**src/design/ipbb_pkg.sv**
```systemverilog
// shared constants and types for the interleaved backplane bus block
package ipbb_pkg;
  // register port
  localparam int ADDR_W = 8;
  localparam int DATA_W = 8;
  localparam logic [7:0] OFS_CONFIG = 8'h94;
  localparam logic [7:0] OFS_SLOT = 8'h95;
  localparam logic [7:0] OFS_STATUS = 8'h96;
  localparam logic [7:0] CONFIG_RESET = 8'h00;
  localparam logic [7:0] SLOT_RESET = 8'h00;
  // interleave config field positions
  localparam int POS_ENABLE = 3;
  localparam int POS_TYPE = 2;
  localparam int POS_MSEL_LOW = 1;
  localparam int POS_MSEL_HIGH = 0;
  // slot register field positions
  localparam int POS_SLOT_LO = 0;
  localparam int POS_SLOT_HI = 1;
  localparam int POS_QUAD = 2;
  // master select codes {high, low}
  localparam logic [1:0] MSEL_SLAVE = 2'h0;
  localparam logic [1:0] MSEL_MASTER_TWO = 2'h1;
  localparam logic [1:0] MSEL_MASTER_FOUR = 2'h2;
  // bus geometry
  localparam int CHAN_W = 5;
  localparam int MEM_DEPTH = 32;
  localparam int MEM_W = 12;
  localparam int CNT_W = 10;
  localparam logic [9:0] LAST_BIT_TWO = 10'h1FF;
  localparam logic [9:0] LAST_BIT_FOUR = 10'h3FF;
  typedef enum logic [0:0] {IPBB_WAIT_SYNC, IPBB_RUN} ipbb_state_t;
endpackage : ipbb_pkg

```
**src/design/ipbb_frame_mem.sv**
```systemverilog
// one-frame channel store with registered read data
`timescale 1ns/1ps
module ipbb_frame_mem
  import ipbb_pkg::*;
(
  input wire logic ref_clk,
  input wire logic wr_en,
  input wire logic [CHAN_W-1:0] wr_addr,
  input wire logic [MEM_W-1:0] wr_data,
  input wire logic [CHAN_W-1:0] rd_addr,
  output logic [MEM_W-1:0] rd_data
);
  logic [MEM_W-1:0] mem [MEM_DEPTH];

  // write port; contents need no reset, the framer refills every frame
  always_ff @(posedge ref_clk) begin
    if (wr_en) begin
      mem[wr_addr] <= wr_data;
    end
  end

  // read data always come out of a register
  always_ff @(posedge ref_clk) begin
    rd_data <= mem[rd_addr];
  end
endmodule : ipbb_frame_mem

```
**src/design/ipbb_top.sv**
```systemverilog
// one framer's end of the interleaved backplane data and signaling buses
//
// Behaviour
// - framer data and signaling bytes are multiplexed onto shared serial buses
// - at 4.096 MHz two framers share the bus, two slots
// - at 8.192 MHz four framers share the bus, four slots
// - type bit 0 interleaves by byte, 1 interleaves by frame
// - exactly one master per bus, all others slaves
// - 4.096 MHz bus has one master and one slave
// - 8.192 MHz bus has one master and three slaves
// - enable bit 0 turns interleaving off, 1 turns it on
// - master select 00 slave, 01 master of two, 10 master of four, 11 reserved
//
// Decided for this implementation: the strobed register port.
`timescale 1ns/1ps
module ipbb_top
  import ipbb_pkg::*;
(
  input wire logic ref_clk,
  input wire logic rst_n,
  input wire logic [ADDR_W-1:0] reg_addr,
  input wire logic [DATA_W-1:0] reg_wdata,
  input wire logic reg_write,
  input wire logic reg_read,
  output logic [DATA_W-1:0] reg_rdata,
  input wire logic sys_wr_en,
  input wire logic [CHAN_W-1:0] sys_wr_chan,
  input wire logic [7:0] sys_wr_data,
  input wire logic [3:0] sys_wr_sig,
  input wire logic bus_clk,
  input wire logic receive_sync_pulse,
  output logic bus_sync_out,
  output logic bus_sync_oe,
  output logic bus_data_out,
  output logic bus_data_oe,
  output logic bus_sig_out,
  output logic bus_sig_oe
);
  logic [7:0] config_reg;
  logic [7:0] slot_reg;
  logic [1:0] clk_sync_reg;
  logic clk_prev_reg;
  logic [1:0] fs_sync_reg;
  logic fs_prev_reg;
  logic [CNT_W-1:0] bit_cnt_reg;
  ipbb_state_t state_reg;
  logic [MEM_W-1:0] mem_q;
  logic [CHAN_W-1:0] rd_chan;
  logic bus_edge;
  logic fs_edge;
  logic enabled;
  logic is_master;
  logic quad;
  logic frame_mode;
  logic [1:0] own_slot;
  logic [1:0] cur_slot;
  logic [CNT_W-1:0] last_bit;
  logic [2:0] bit_idx;
  logic own_turn;

  // slot number that owns a given bus bit
  function automatic logic [1:0] slot_of(input logic [CNT_W-1:0] cnt, input logic fmode, input logic q4);
    logic [1:0] s;
    s = 2'h0;
    if (fmode) begin
      s = q4 ? cnt[9:8] : {1'b0, cnt[8]};
    end else begin
      s = q4 ? cnt[4:3] : {1'b0, cnt[3]};
    end
    return s;
  endfunction : slot_of

  // framer channel carried by a given bus bit
  function automatic logic [CHAN_W-1:0] chan_of(input logic [CNT_W-1:0] cnt, input logic fmode, input logic q4);
    logic [CHAN_W-1:0] c;
    c = 5'h00;
    if (fmode) begin
      c = cnt[7:3];
    end else begin
      c = q4 ? cnt[9:5] : cnt[8:4];
    end
    return c;
  endfunction : chan_of

  // enable gate
  // a reserved select code keeps the block off the bus entirely
  assign enabled = config_reg[POS_ENABLE] &&
                   ({config_reg[POS_MSEL_HIGH], config_reg[POS_MSEL_LOW]} != 2'h3);
  assign is_master = ({config_reg[POS_MSEL_HIGH], config_reg[POS_MSEL_LOW]} == MSEL_MASTER_TWO) ||
                     ({config_reg[POS_MSEL_HIGH], config_reg[POS_MSEL_LOW]} == MSEL_MASTER_FOUR);
  // master of four leaves slots one to three to its three slaves
  // four-way bus chosen by master code, or by slot register on a slave
  assign quad = ({config_reg[POS_MSEL_HIGH], config_reg[POS_MSEL_LOW]} == MSEL_MASTER_FOUR) ||
                (!is_master && slot_reg[POS_QUAD]);
  assign frame_mode = config_reg[POS_TYPE];
  // the master always owns slot zero
  assign own_slot = is_master ? 2'h0 : {slot_reg[POS_SLOT_HI], slot_reg[POS_SLOT_LO]};
  // bus frame length follows the framer count
  // two-way frame holds one master slot, one slave slot
  assign last_bit = quad ? LAST_BIT_FOUR : LAST_BIT_TWO;
  assign cur_slot = slot_of(bit_cnt_reg, frame_mode, quad);
  assign rd_chan = chan_of(bit_cnt_reg, frame_mode, quad);
  assign bit_idx = bit_cnt_reg[2:0];
  assign own_turn = enabled && (state_reg == IPBB_RUN) && (cur_slot == own_slot);
  assign bus_edge = clk_sync_reg[1] && !clk_prev_reg;
  assign fs_edge = fs_sync_reg[1] && !fs_prev_reg;

  // two-stage synchronisers for bus clock and frame sync pins
  always_ff @(posedge ref_clk or negedge rst_n) begin
    if (!rst_n) begin
      clk_sync_reg <= 2'h0;
      clk_prev_reg <= 1'b0;
      fs_sync_reg <= 2'h0;
      fs_prev_reg <= 1'b0;
    end else begin
      clk_sync_reg <= {clk_sync_reg[0], bus_clk};
      clk_prev_reg <= clk_sync_reg[1];
      fs_sync_reg <= {fs_sync_reg[0], receive_sync_pulse};
      fs_prev_reg <= fs_sync_reg[1];
    end
  end

  // register writes; upper bits are stored as written and read back
  always_ff @(posedge ref_clk or negedge rst_n) begin
    if (!rst_n) begin
      config_reg <= CONFIG_RESET;
      slot_reg <= SLOT_RESET;
    end else if (reg_write) begin
      if (reg_addr == OFS_CONFIG) begin
        config_reg <= reg_wdata;
      end else if (reg_addr == OFS_SLOT) begin
        slot_reg <= reg_wdata;
      end
    end
  end

  // read data valid the cycle after the strobe; unmapped reads give zero
  always_ff @(posedge ref_clk or negedge rst_n) begin
    if (!rst_n) begin
      reg_rdata <= 8'h00;
    end else if (reg_read) begin
      if (reg_addr == OFS_CONFIG) begin
        reg_rdata <= config_reg;
      end else if (reg_addr == OFS_SLOT) begin
        reg_rdata <= slot_reg;
      end else if (reg_addr == OFS_STATUS) begin
        reg_rdata <= {4'h0, own_turn, cur_slot, state_reg == IPBB_RUN};
      end else begin
        reg_rdata <= 8'h00;
      end
    end else begin
      reg_rdata <= 8'h00;
    end
  end

  // sync state: master runs free, slave waits for the frame sync input
  always_ff @(posedge ref_clk or negedge rst_n) begin
    if (!rst_n) begin
      state_reg <= IPBB_WAIT_SYNC;
    end else begin
      case (state_reg)
        IPBB_WAIT_SYNC: begin
          if (enabled && (is_master || fs_edge)) begin
            state_reg <= IPBB_RUN;
          end
        end
        IPBB_RUN: begin
          if (!enabled) begin
            state_reg <= IPBB_WAIT_SYNC;
          end
        end
        default: begin
          state_reg <= IPBB_WAIT_SYNC;
        end
      endcase
    end
  end

  // bus bit counter; a slave realigns to every frame sync it sees
  always_ff @(posedge ref_clk or negedge rst_n) begin
    if (!rst_n) begin
      bit_cnt_reg <= 10'h000;
    end else if (!enabled) begin
      bit_cnt_reg <= 10'h000;
    end else if (!is_master && fs_edge) begin
      bit_cnt_reg <= 10'h000;
    end else if (bus_edge) begin
      bit_cnt_reg <= (bit_cnt_reg == last_bit) ? 10'h000 : bit_cnt_reg + 10'h001;
    end
  end

  // serialise own slot msb first; memory read settles between bus edges
  always_ff @(posedge ref_clk or negedge rst_n) begin
    if (!rst_n) begin
      bus_data_out <= 1'b0;
      bus_data_oe <= 1'b0;
      bus_sig_out <= 1'b0;
      bus_sig_oe <= 1'b0;
      bus_sync_out <= 1'b0;
      bus_sync_oe <= 1'b0;
    end else if (!enabled) begin
      bus_data_oe <= 1'b0;
      bus_sig_oe <= 1'b0;
      bus_sync_oe <= 1'b0;
      bus_sync_out <= 1'b0;
    end else if (bus_edge) begin
      bus_data_out <= mem_q[4'hB - {1'b0, bit_idx}];
      bus_sig_out <= (bit_idx < 3'h4) ? 1'b0 : mem_q[3'h7 - bit_idx];
      bus_data_oe <= own_turn;
      bus_sig_oe <= own_turn;
      // only the master drives the shared frame sync
      bus_sync_oe <= is_master;
      bus_sync_out <= is_master && (state_reg == IPBB_RUN) && (bit_cnt_reg == 10'h000);
    end
  end

  // store packs {data, signaling} per channel
  ipbb_frame_mem u_mem (
    .ref_clk(ref_clk),
    .wr_en(sys_wr_en),
    .wr_addr(sys_wr_chan),
    .wr_data({sys_wr_data, sys_wr_sig}),
    .rd_addr(rd_chan),
    .rd_data(mem_q)
  );
endmodule : ipbb_top

```
**config.mk**
```make
export PLATFORM = sky130hd
export DESIGN_NAME = ipbb_top
export DESIGN_NICKNAME = d
export VERILOG_FILES = /design/src/design/ipbb_pkg.sv /design/src/design/ipbb_frame_mem.sv /design/src/design/ipbb_top.sv
export SDC_FILE = /design/constraint.sdc
export NUM_CORES = 1
export LEC_CHECK = 0
export BUFFER_PORTS_ARGS = -buffer_cell sky130_fd_sc_hd__buf_2
export CAP_MARGIN = 20
export CORE_AREA = 2 2 126 250
export CTS_CLUSTER_SIZE = 10
export DETAILED_ROUTE_END_ITERATION = 12
export DIE_AREA = 0 0 128 252
export HOLD_SLACK_MARGIN = 0.05
export PLACE_DENSITY_LB_ADDON = 0.12
export SLEW_MARGIN = 20
export SYNTH_ARGS = -nofsm -noshare
export SYNTH_HDL_FRONTEND = slang
export SYNTH_SLANG_ARGS = --single-unit
```
**constraint.sdc**
```tcl
create_clock -name ref_clk -period 2.75 [get_ports ref_clk]
set_input_delay 0 -clock ref_clk [delete_from_list [all_inputs] [get_ports ref_clk]]
set_output_delay 0 -clock ref_clk [all_outputs]
set_load 0.02 [all_outputs]
```
==> flow_summary.json, run 1 <==
{
  "antennaDiodeCount": 0,
  "start_util_pct": 61.6,
  "ctsLongestPathBuffers": 3,
  "fillers": 2030,
  "synth_flop_cell": "edfxtp_1",
  "dp_hpwl_um": 33100,
  "maxCapViolCount": 0,
  "wl_met1_um": 16900,
  "yosysWarningCount": 0,
  "ir_worst_vdd_v": 0.000573,
  "area_growth_pct": 17.4,
  "ys_seq_area_share_pct": 69.5,
  "p_leak_nw": 7.82,
  "core_um2": 30200,
  "place.gp.congestion": 0.961,
  "critPathMaxFanout": 8,
  "syn_nets": 1453,
  "insertion_delay_ns": 0.57,
  "critPathSlowestCell": "dfrtp_1",
  "cts_sinks": 442,
  "fin_crit_sh_pct": 97.6,
  "grt_max_degree": 73,
  "layout_min_cycle_time_ns": 2.68,
  "netlist_instances": 1409,
  "seq_area_um2": 12900,
  "power_w": 0.0142,
  "ys_top_cells_by_area": "edfxtp_1 62%, dfrtp_1 6.2%, nand2_1 4.0%",
  "die_area_um2": 32300,
  "h-tree-depth": 2,
  "via_per_inst": 6.51,
  "drt_iter0_markers": 1460,
  "max_slew_margin_pct": 42.5,
  "cts_buffers": 50,
  "wl_met2_um": 27200,
  "root_buffer": "clkbuf_16",
  "antenna_found_initial": 0,
  "largest_register_ffs": 384,
  "status": "finished with violations",
  "grt_pass1_wl_um": 74200,
  "utilization_pct": 72.3,
  "ys_seq_elements": 442,
  "fmax_mhz": 373,
  "synth_largest_area_cell": "edfxtp_1",
  "p_per_area_nw_per_um2": 652,
  "fin_hold_ws_ns": -0.0153,
  "worstSetupPathType": "reg2reg",
  "r2r-end": "u_mem.rd_data[5]",
  "synthArstFlopShare_pct": 10.4,
  "startpoint_type": "flop",
  "grt_usage_pct": 31.6,
  "fin_setup_tns_ns": 0,
  "r2r_start": "config_reg[1]",
  "row_count": 90,
  "drive_gt1_share_pct": 16.6,
  "ant_nets": 0,
  "dieWidth_um": 128,
  "io_buffer_count": 53,
  "wl_um": 51100,
  "rr_worst_depth": 10,
  "finalSetupViolations": 0,
  "synth_cell_type_count": 75,
  "worst_setup_path_end_kind": "flop",
  "grt_pass1_vias": 12564,
  "synth_edf_count": 384,
  "drc": 0,
  "crit_chain": "inv_1, ha_4, a21o_4, mux2_1, and2_2, buf_12, a221o_1, nand4_1, buf_4, nand4_1",
  "required_ns": 3.18,
  "multi_input_area_um2": 5270,
  "wire_per_inst_um": 26.1,
  "maxUsedRoutingLayer": "met4",
  "crit_arrival_ns": 3.11,
  "reg2reg_setup_slack_ns": 0.07,
  "cts_tree": "done",
  "yosysTopAreaCellShare_pct": 62.0,
  "hp-class": "in2async",
  "ios": 54,
  "path_clk_slew_ns": 0.06,
  "worstMarginPinSlew_ns": 0.862,
  "overflow": 0,
  "die_y_um": 252,
  "fin_worst_skew_ns": 0.0188,
  "nNetsFinal": 1605,
  "crit_top_cell": "nand4_1",
  "vias": 12759,
  "firstDrtPassIters": 6,
  "wl_met3_um": 3080,
  "maxSlewViolCount": 0,
  "slowest_delay_ns": 0.40,
  "synth.cell_area_um2": 18600,
  "hold_viol_final": 17,
  "yosys-top-cells-count": "384 x edfxtp_1, 198 x nand2_1, 118 x nand3_1, 74 x o21ai_0, 69 x nor2_1",
  "synth.most_common_cell": "edfxtp_1",
  "violations": "hold timing",
  "avgSynthCellArea_um2": 13.2
}
## cells by family after synthesis
group	synth area share [%]
multiplexers	3.66
AND/OR/NAND/NOR	12.7
adder cells (fa/ha/maj)	0.269
buffers and inverters	3.01
AO/OA/AOI/OAI	10.7
XOR/XNOR	0.0942
flip-flops	69.5
## layout make-up
cell class / count / area share (%)
Clock buffer: 80 / 6.35
Clock inverter: 3 / 0.189
Inverter: 21 / 0.361
Multi-Input combinational cell: 848 / 24.2
Sequential cell: 442 / 59.2
Tap cell: 368 / 2.11
Timing Repair Buffer: 198 / 7.60
## layout by cell type (no fill, tap or decap), types with 20 or more instances in the layout
master / instances
edfxtp_1: 384
nand2_1: 197
nand3_1: 118
buf_4: 92
o21ai_0: 73
nor2_1: 68
a31oi_1: 54
clkbuf_16: 54
buf_2: 52
dfrtp_1: 45
dlygate4sd3_1: 37
mux2i_1: 32
nand4_1: 31
a21boi_0: 29
clkbuf_1: 29
inv_1: 21
a21oi_1: 20
## how the worst max path moves through the flow
stage | start | end | slack, ns | cells past startpoint
finish | config_reg[1] | u_mem.rd_data[5] | 0.07 | 10
global route | config_reg[1] | u_mem.rd_data[9] | -0.01 | 9
CTS | config_reg[1] | u_mem.rd_data[0] | -0.0003 | 10
detailed placement | config_reg[1] | u_mem.rd_data[6] | -0.07 | 9
global placement | config_reg[1] | u_mem.rd_data[0] | -0.06 | 10
floorplan | config_reg[0] | u_mem.rd_data[0] | 0.27 | 9
## per-layer routing
| metal | up-vias | global-route usage (%) |
|---|---|---|
| li1 | 5670 | - |
| met1 | 6279 | 34.5 |
| met2 | 635 | 57.1 |
| met3 | 175 | 3.77 |
| met4 | 0 | 20.8 |
| met5 | - | 0 |
## where the power goes
part	leakage (nW)	switching [W]	internal [W]	total (W)
combinational	2.96	0.000570	0.000306	0.000876
clock	0.681	0.00247	0.00342	0.00588
sequential	4.18	0.0000601	0.00741	0.00747
total	7.82	0.00309	0.0111	0.0142
## worst max-delay path, delay by kind of cell, from the launching register on
family,cells,cell delay (ns)
AOI/OAI and AO/OA,2,0.56
and+or+nand+nor,3,0.51
buffers and inverters,3,0.45
DFF,1,0.40
muxes,1,0.36
adders and majority gates,1,0.24
## per-stage QoR
stage / hold slack (ns) / cell area [um^2] / setup WS [ns] / instances
2_1_floorplan: -0.296 / 18600 / 0.275 / 1409
3_3_place_gp: 0.112 / 19800 / -0.0559 / 1828
3_5_place_dp: 0.110 / 19800 / -0.0724 / 1828
4_1_cts: 0.0693 / 21600 / -0.000282 / 1949
5_1_grt: 0.0526 / 21800 / -0.0129 / 1960
6_report: -0.0153 / 21800 / 0.0667 / 1960
## timing repair
item                                    CTS  global route
gates cloned                              1             4
buffers inserted                          0             7
resized for setup                         3            15
pin swaps                                 1             7
hold buffers                             37             0
endpoints found under the setup margin   10            13
endpoints found under the hold margin   454             0
Power figures use the tool's default switching activity.
==> inputs of run 2 (changes only) <==
--- a/config.mk
+++ b/config.mk
@@ -7,13 +7,16 @@
 export LEC_CHECK = 0
 export BUFFER_PORTS_ARGS = -buffer_cell sky130_fd_sc_hd__buf_2
 export CAP_MARGIN = 20
-export CORE_AREA = 2 2 126 250
+export CORE_AREA = 2 2 123 245
 export CTS_CLUSTER_SIZE = 10
 export DETAILED_ROUTE_END_ITERATION = 12
-export DIE_AREA = 0 0 128 252
+export DIE_AREA = 0 0 125 247
 export HOLD_SLACK_MARGIN = 0.05
 export PLACE_DENSITY_LB_ADDON = 0.12
+export SKIP_CTS_REPAIR_TIMING = 1
 export SLEW_MARGIN = 20
 export SYNTH_ARGS = -nofsm -noshare
 export SYNTH_HDL_FRONTEND = slang
+export SYNTH_HIERARCHICAL = 1
 export SYNTH_SLANG_ARGS = --single-unit
+export TNS_END_PERCENT = 30
==> flow_summary.json, run 2 <==
{
  "p_per_area_nw_per_um2": 648,
  "grt_pass1_wl_um": 59200,
  "r2r_start": "config_reg[0]",
  "p_int_w": 0.0109,
  "ant_nets": 0,
  "nNetsFinal": 1285,
  "fmax_mhz": 363,
  "worst_setup_path_end_kind": "flop",
  "required_ns": 3.18,
  "core_um2": 29200,
  "violations": "setup timing",
  "synth.most_common_cell": "edfxtp_1",
  "max_slew_margin_pct": 46.1,
  "drt_iter0_markers": 995,
  "p_leak_nw": 6.99,
  "fin_crit_sh_pct": 100,
  "crit_top_cell": "mux2i_2",
  "grt_pass1_vias": 9679,
  "synth.cell_area_um2": 17800,
  "p_sw_w": 0.00270,
  "slowest_delay_ns": 0.44,
  "worstSetupPathType": "reg2reg",
  "final_common_cell": "edfxtp_1",
  "syn_nets": 1120,
  "synthArstFlopShare_pct": 10.4,
  "ctsLongestPathBuffers": 3,
  "area_growth_pct": 17.7,
  "ys_seq_elements": 442,
  "ys_seq_area_share_pct": 72.7,
  "crit_chain": "ha_4, a21oi_4, mux2i_2, o21ai_4, buf_12, clkbuf_16, mux2i_2, a22o_1, nor3_1, a31oi_2, nand3_1",
  "rsz0062_at_grt": "yes",
  "critPathMaxFanout": 11,
  "power_w": 0.0136,
  "p_comb_share_pct": 2.6,
  "ir_worst_vdd_v": 0.000690,
  "yosys-top-cells-count": "384 x edfxtp_1, 206 x mux2i_1, 49 x nor2_1, 48 x a22oi_1, 46 x dfrtp_1",
  "fin_ws_ns": -0.00297,
  "insertion_delay_ns": 0.57,
  "h-tree-depth": 2,
  "finalSetupViolations": 2,
  "path_clk_slew_ns": 0.05,
  "layout_min_cycle_time_ns": 2.75,
  "cts_tree": "done",
  "fin_worst_skew_ns": 0.0182,
  "startpoint": "config_reg[0]",
  "io_buffer_count": 53,
  "netlist_instances": 1076,
  "yosysWarningCount": 6,
  "firstDrtPassIters": 5,
  "fillers": 1856,
  "fin_hold_ws_ns": 0.0100,
  "via_per_inst": 6.20,
  "wl_um": 41700,
  "worstMarginPinSlew_ns": 0.805,
  "die_area_um2": 30900,
  "root_buffer": "clkbuf_16",
  "hp-class": "in2reg",
  "vias": 10139,
  "yosysTopAreaCellShare_pct": 64.9,
  "critPathSlowestCell": "dfrtp_1",
  "synth_flop_cell": "edfxtp_1",
  "startpoint_type": "flop",
  "cp_num_buf_inv": 2,
  "grt_max_degree": 52,
  "cts_buffers": 50,
  "switching_share_pct": 19.9,
  "hp-start": "sys_wr_sig[0]",
  "cts_sinks": 442,
  "dp_hpwl_um": 24500,
  "hold_viol_final": 0,
  "die_y_um": 247,
  "ys_top_cells_by_area": "edfxtp_1 65%, mux2i_1 12%, dfrtp_1 6.5%",
  "dieWidth_um": 125,
  "synth_cell_type_count": 56,
  "seqPwrFrac_pct": 54.8,
  "pre_cts_slack_ns": -0.270,
  "synth_edf_count": 384,
  "drive_gt1_share_pct": 19.1,
  "crit_family": "compound AO/OA/AOI/OAI gates",
  "antenna_found_initial": 0,
  "clock_power_share_pct": 42.7,
  "largest_register_ffs": 384,
  "ios": 54,
  "status": "finished with violations",
  "row_count": 89,
  "drc": 0,
  "synth_largest_area_cell": "edfxtp_1",
  "crit_arrival_ns": 3.18,
  "final_cell_mix": "384 x edfxtp_1, 192 x mux2i_1, 72 x buf_4",
  "start_util_pct": 60.9,
  "place.gp.congestion": 0.922,
  "overflow": 0,
  "grt_usage_pct": 25.7,
  "antennaDiodeCount": 0,
  "wire_per_inst_um": 25.5,
  "avgSynthCellArea_um2": 16.5,
  "maxSlewViolCount": 0,
  "maxCapViolCount": 0
}
## run 2: changes by cell type after synthesis, sizes merged, moves of 19 or more
cell,previous run,this run
nor2,70,49
a22oi,16,48
o21ai,76,9
nand2,198,42
a31oi,54,13
nand3,118,32
a32oi,19,0
a22o,0,24
mux2i,32,206
clkbuf,48,18
a21boi,30,1
## run 2: area by class of cell
type                            count  area (um^2)  area share, %
Multi-Input combinational cell    568         4550           21.7
Timing Repair Buffer              174         1580           7.57
Clock inverter                      4         42.5          0.203
Clock buffer                       78         1360           6.48
Inverter                            5         18.8         0.0897
Sequential cell                   442        12900           61.7
Tap cell                          364          455           2.18
## run 2: metrics by stage
step	TNS [ns]	cells	utilization, %	area, um^2
after CTS	-0.920	1586	69.1	20200
after detailed placement	-0.794	1504	64.3	18800
after floorplan	0	1076	-	17800
after global placement	-0.403	1504	64.3	18800
final	-0.00351	1635	71.7	20900
after global routing	-0.543	1635	71.7	20900
## run 2: cells by family (layout without fill, tap and decap cells)
family          Yosys count  count (layout)  share of synthesized area, %
buf+inv                  66             261                          2.77
fa+ha+maj                 4               4                         0.282
flops                   442             442                          72.7
mux                     224             224                          12.9
simple gates            194             194                          5.45
compound gates          137             137                          5.43
xor+xnor                  9               9                         0.443
## run 2: path summary, 6_finish.rpt
path,to,slack (ns),cells past startpoint
hold reg to reg,clk_sync_reg[1],0.34,0
setup reg to reg,u_mem/rd_data[0],-0.003,11
hold / removal,u_mem/mem[31][0],0.01,1
max in group asynchronous,reg_rdata[2],1.21,4
min in group asynchronous,slot_reg[2],0.51,3
setup / recovery,u_mem/rd_data[0],-0.003,11
## run 2: power groups by stage
stage                     logic [W]  registers [W]  clock network [W]
after floorplan            0.000108        0.00755                  0
after global placement     0.000303        0.00755                  0
after detailed placement   0.000313        0.00756                  0
after CTS                  0.000315        0.00742            0.00586
after global routing       0.000381        0.00743            0.00613
final                      0.000348        0.00743            0.00578
## run 2: layer usage
metal  GRT usage, %  part of all wire [%]
met1           36.1                    40
met4           8.86                   3.8
met3           3.29                   6.5
met5              0                     0
met2           42.1                    50
==> inputs of run 3 (changes only) <==
--- a/config.mk
+++ b/config.mk
@@ -5,15 +5,17 @@
 export SDC_FILE = /design/constraint.sdc
 export NUM_CORES = 1
 export LEC_CHECK = 0
+export ABC_AREA = 1
 export BUFFER_PORTS_ARGS = -buffer_cell sky130_fd_sc_hd__buf_2
 export CAP_MARGIN = 20
-export CORE_AREA = 2 2 123 245
+export CORE_AREA = 2 2 125 249
 export CTS_CLUSTER_SIZE = 10
 export DETAILED_ROUTE_END_ITERATION = 12
-export DIE_AREA = 0 0 125 247
+export DIE_AREA = 0 0 127 251
 export HOLD_SLACK_MARGIN = 0.05
 export PLACE_DENSITY_LB_ADDON = 0.12
 export SKIP_CTS_REPAIR_TIMING = 1
+export SKIP_LAST_GASP = 1
 export SLEW_MARGIN = 20
 export SYNTH_ARGS = -nofsm -noshare
 export SYNTH_HDL_FRONTEND = slang
==> flow_summary.json, run 3 <==
{
  "grt_max_degree": 78,
  "fmax_mhz": 373,
  "ys_seq_elements": 442,
  "maxUsedRoutingLayer": "met4",
  "wire_per_inst_um": 21.6,
  "area_growth_pct": 16.2,
  "yosysWarningCount": 6,
  "fin_ws_ns": 0.0701,
  "synthArstFlopShare_pct": 10.4,
  "synth_cell_type_count": 37,
  "synth_largest_area_cell": "edfxtp_1",
  "rr_worst_depth": 16,
  "die_area_um2": 31900,
  "critPathMaxFanout": 19,
  "grt_pass1_vias": 12345,
  "wl_met1_um": 18100,
  "ctsLongestPathBuffers": 3,
  "antennaDiodeCount": 0,
  "crit_top_cell": "nand2_1",
  "cts_sinks": 442,
  "wl_met3_um": 3390,
  "clock_power_share_pct": 39.2,
  "netlist_instances": 1671,
  "maxSlewViolCount": 0,
  "wl_um": 47400,
  "p_int_w": 0.0113,
  "fin_crit_sh_pct": 97.4,
  "vias": 13177,
  "switching_share_pct": 23.9,
  "syn_nets": 1715,
  "firstDrtPassIters": 5,
  "hp-class": "in2async",
  "fin_worst_skew_ns": 0.0180,
  "crit_chain": "ha_1, nand2_2, nand2_4, buf_4, o21ai_2, a21oi_2, a21oi_4, buf_6, buf_8, nand3_1, nand3_1, nand2_1, nand2_1, nand2_1, nand2_1, nand2_1",
  "avgSynthCellArea_um2": 11.0,
  "p_sw_w": 0.00354,
  "worst_setup_path_end_kind": "flop",
  "slowest_delay_ns": 0.38,
  "synth_flop_cell": "edfxtp_1",
  "yosys-top-cells-count": "613 x nand2_1, 384 x edfxtp_1, 329 x nand3_1, 56 x inv_1, 50 x nor2_1",
  "place.gp.congestion": 0.924,
  "finalSetupViolations": 0,
  "worstMarginPinSlew_ns": 0.746,
  "antenna_found_initial": 0,
  "utilization_pct": 71.5,
  "ys_top_cells_by_area": "edfxtp_1 63%, nand2_1 12%, nand3_1 8.9%",
  "p_per_area_nw_per_um2": 691,
  "maxCapViolCount": 0,
  "fillers": 2064,
  "die_y_um": 251,
  "seqPwrFrac_pct": 50.6,
  "max_slew_margin_pct": 50.3,
  "insertion_delay_ns": 0.56,
  "cts_tree": "done",
  "overflow": 0,
  "dp_hpwl_um": 26200,
  "crit_arrival_ns": 3.13,
  "row_count": 90,
  "hold_viol_final": 0,
  "fin_hold_ws_ns": 0.00102,
  "startpoint_type": "flop",
  "h-tree-depth": 2,
  "start_util_pct": 61.5,
  "drc": 0,
  "core_um2": 30000,
  "ant_nets": 0,
  "pre_cts_slack_ns": -0.00554,
  "critPathSlowestCell": "dfrtp_1",
  "p_leak_nw": 8.38,
  "synth.cell_area_um2": 18400,
  "ys_seq_area_share_pct": 70.1,
  "required_ns": 3.20,
  "path_clk_slew_ns": 0.06,
  "wl_met2_um": 24000,
  "drive_gt1_share_pct": 11.3,
  "io_buffer_count": 53,
  "root_buffer": "clkbuf_16",
  "reg2reg_setup_slack_ns": 0.07,
  "worstSetupPathType": "reg2reg",
  "cts_buffers": 50,
  "ir_worst_vdd_v": 0.000831,
  "r2r-end": "u_mem/rd_data[5]",
  "final_cell_mix": "611 x nand2_1, 384 x edfxtp_1, 329 x nand3_1",
  "p_comb_share_pct": 10.2,
  "synth_edf_count": 384,
  "ios": 54,
  "via_per_inst": 6.00,
  "r2r_start": "config_reg[0]",
  "grt_usage_pct": 27.7,
  "largest_register_ffs": 384,
  "drt_iter0_markers": 1595,
  "nNetsFinal": 1844,
  "yosysTopAreaCellShare_pct": 62.6,
  "final_common_cell": "nand2_1",
  "status": "completed",
  "dieWidth_um": 127,
  "synth.most_common_cell": "nand2_1",
  "layout_min_cycle_time_ns": 2.68,
  "grt_pass1_wl_um": 67900
}
## run 3: cell types whose count changed after synthesis, sizes merged, moves of 15 or more
cell | previous run | this run
buf | 43 | 79
o21ai | 9 | 31
inv | 5 | 59
a22o | 24 | 0
mux2 | 15 | 0
nand2 | 42 | 615
a22oi | 48 | 0
nand3 | 32 | 330
mux2i | 206 | 0
## run 3: layer usage
metal  global-route usage (%)  up-vias
met1                     38.4     6368
met5                        0        -
met3                     3.06      113
met2                     45.6      691
met4                     10.4        0
li1                         -     6005
## run 3: cells by family (layout without fill, tap and decap cells)
kind of cell               after synthesis  in the layout  share of synthesized area (%)
DFF                                    442            442                           70.1
buffers and inverters                  148            306                           3.98
and+or+nand+nor                       1010           1010                           23.4
AOI/OAI and AO/OA                       67             67                           2.27
adders and majority gates                4              4                          0.272
## run 3: power groups by stage
stage	Combinational, W	Clock, W	Sequential [W]
2_1_floorplan	0.000796	0	0.00761
3_3_place_gp	0.00130	0	0.00762
3_5_place_dp	0.00132	0	0.00763
4_1_cts	0.00133	0.00585	0.00749
5_1_grt	0.00163	0.00609	0.00750
6_report	0.00151	0.00581	0.00749
## run 3: worst max-delay path by stage
| stage | start | to | slack (ns) |
|---|---|---|---|
| 6_report | config_reg[0] | u_mem/rd_data[5] | 0.07 |
| 5_1_grt | config_reg[1] | u_mem/rd_data[5] | -0.05 |
| 4_1_cts | config_reg[1] | u_mem/rd_data[6] | -0.05 |
| 3_5_place_dp | config_reg[0] | u_mem/rd_data[6] | -0.006 |
| 3_3_place_gp | config_reg[1] | u_mem/rd_data[6] | 0.02 |
| 2_1_floorplan | config_reg[0] | u_mem/rd_data[10] | 0.35 |
## run 3: final cells by class
type,instances,area (um^2),share of cell area [%]
sequential,442,12900,60.3
multi-input combinational,1081,4840,22.6
timing repair buffer,165,1580,7.37
clock buffer,79,1360,6.35
tap,368,460,2.15
inverter,60,240,1.12
clock inverter,2,25.0,0.117
## run 3: through the flow
step / setup TNS, ns / total power (W) / area [um^2] / cells
after floorplan: 0 / 0.00840 / 18400 / 1671
after global placement: 0 / 0.00892 / 19300 / 2063
after detailed placement: -0.00554 / 0.00895 / 19300 / 2063
after CTS: -0.100 / 0.0147 / 20700 / 2144
after global routing: -0.116 / 0.0152 / 21400 / 2197
final: 0 / 0.0148 / 21400 / 2197
## run 3: critical path: cells and delay by family, from the launching register on
family                   cells  cell delay [ns]
AO/OA/AOI/OAI                3             0.42
adder cells (fa/ha/maj)      1             0.32
buffers and inverters        3             0.57
flip-flops                   1             0.38
AND/OR/NAND/NOR              9             0.85
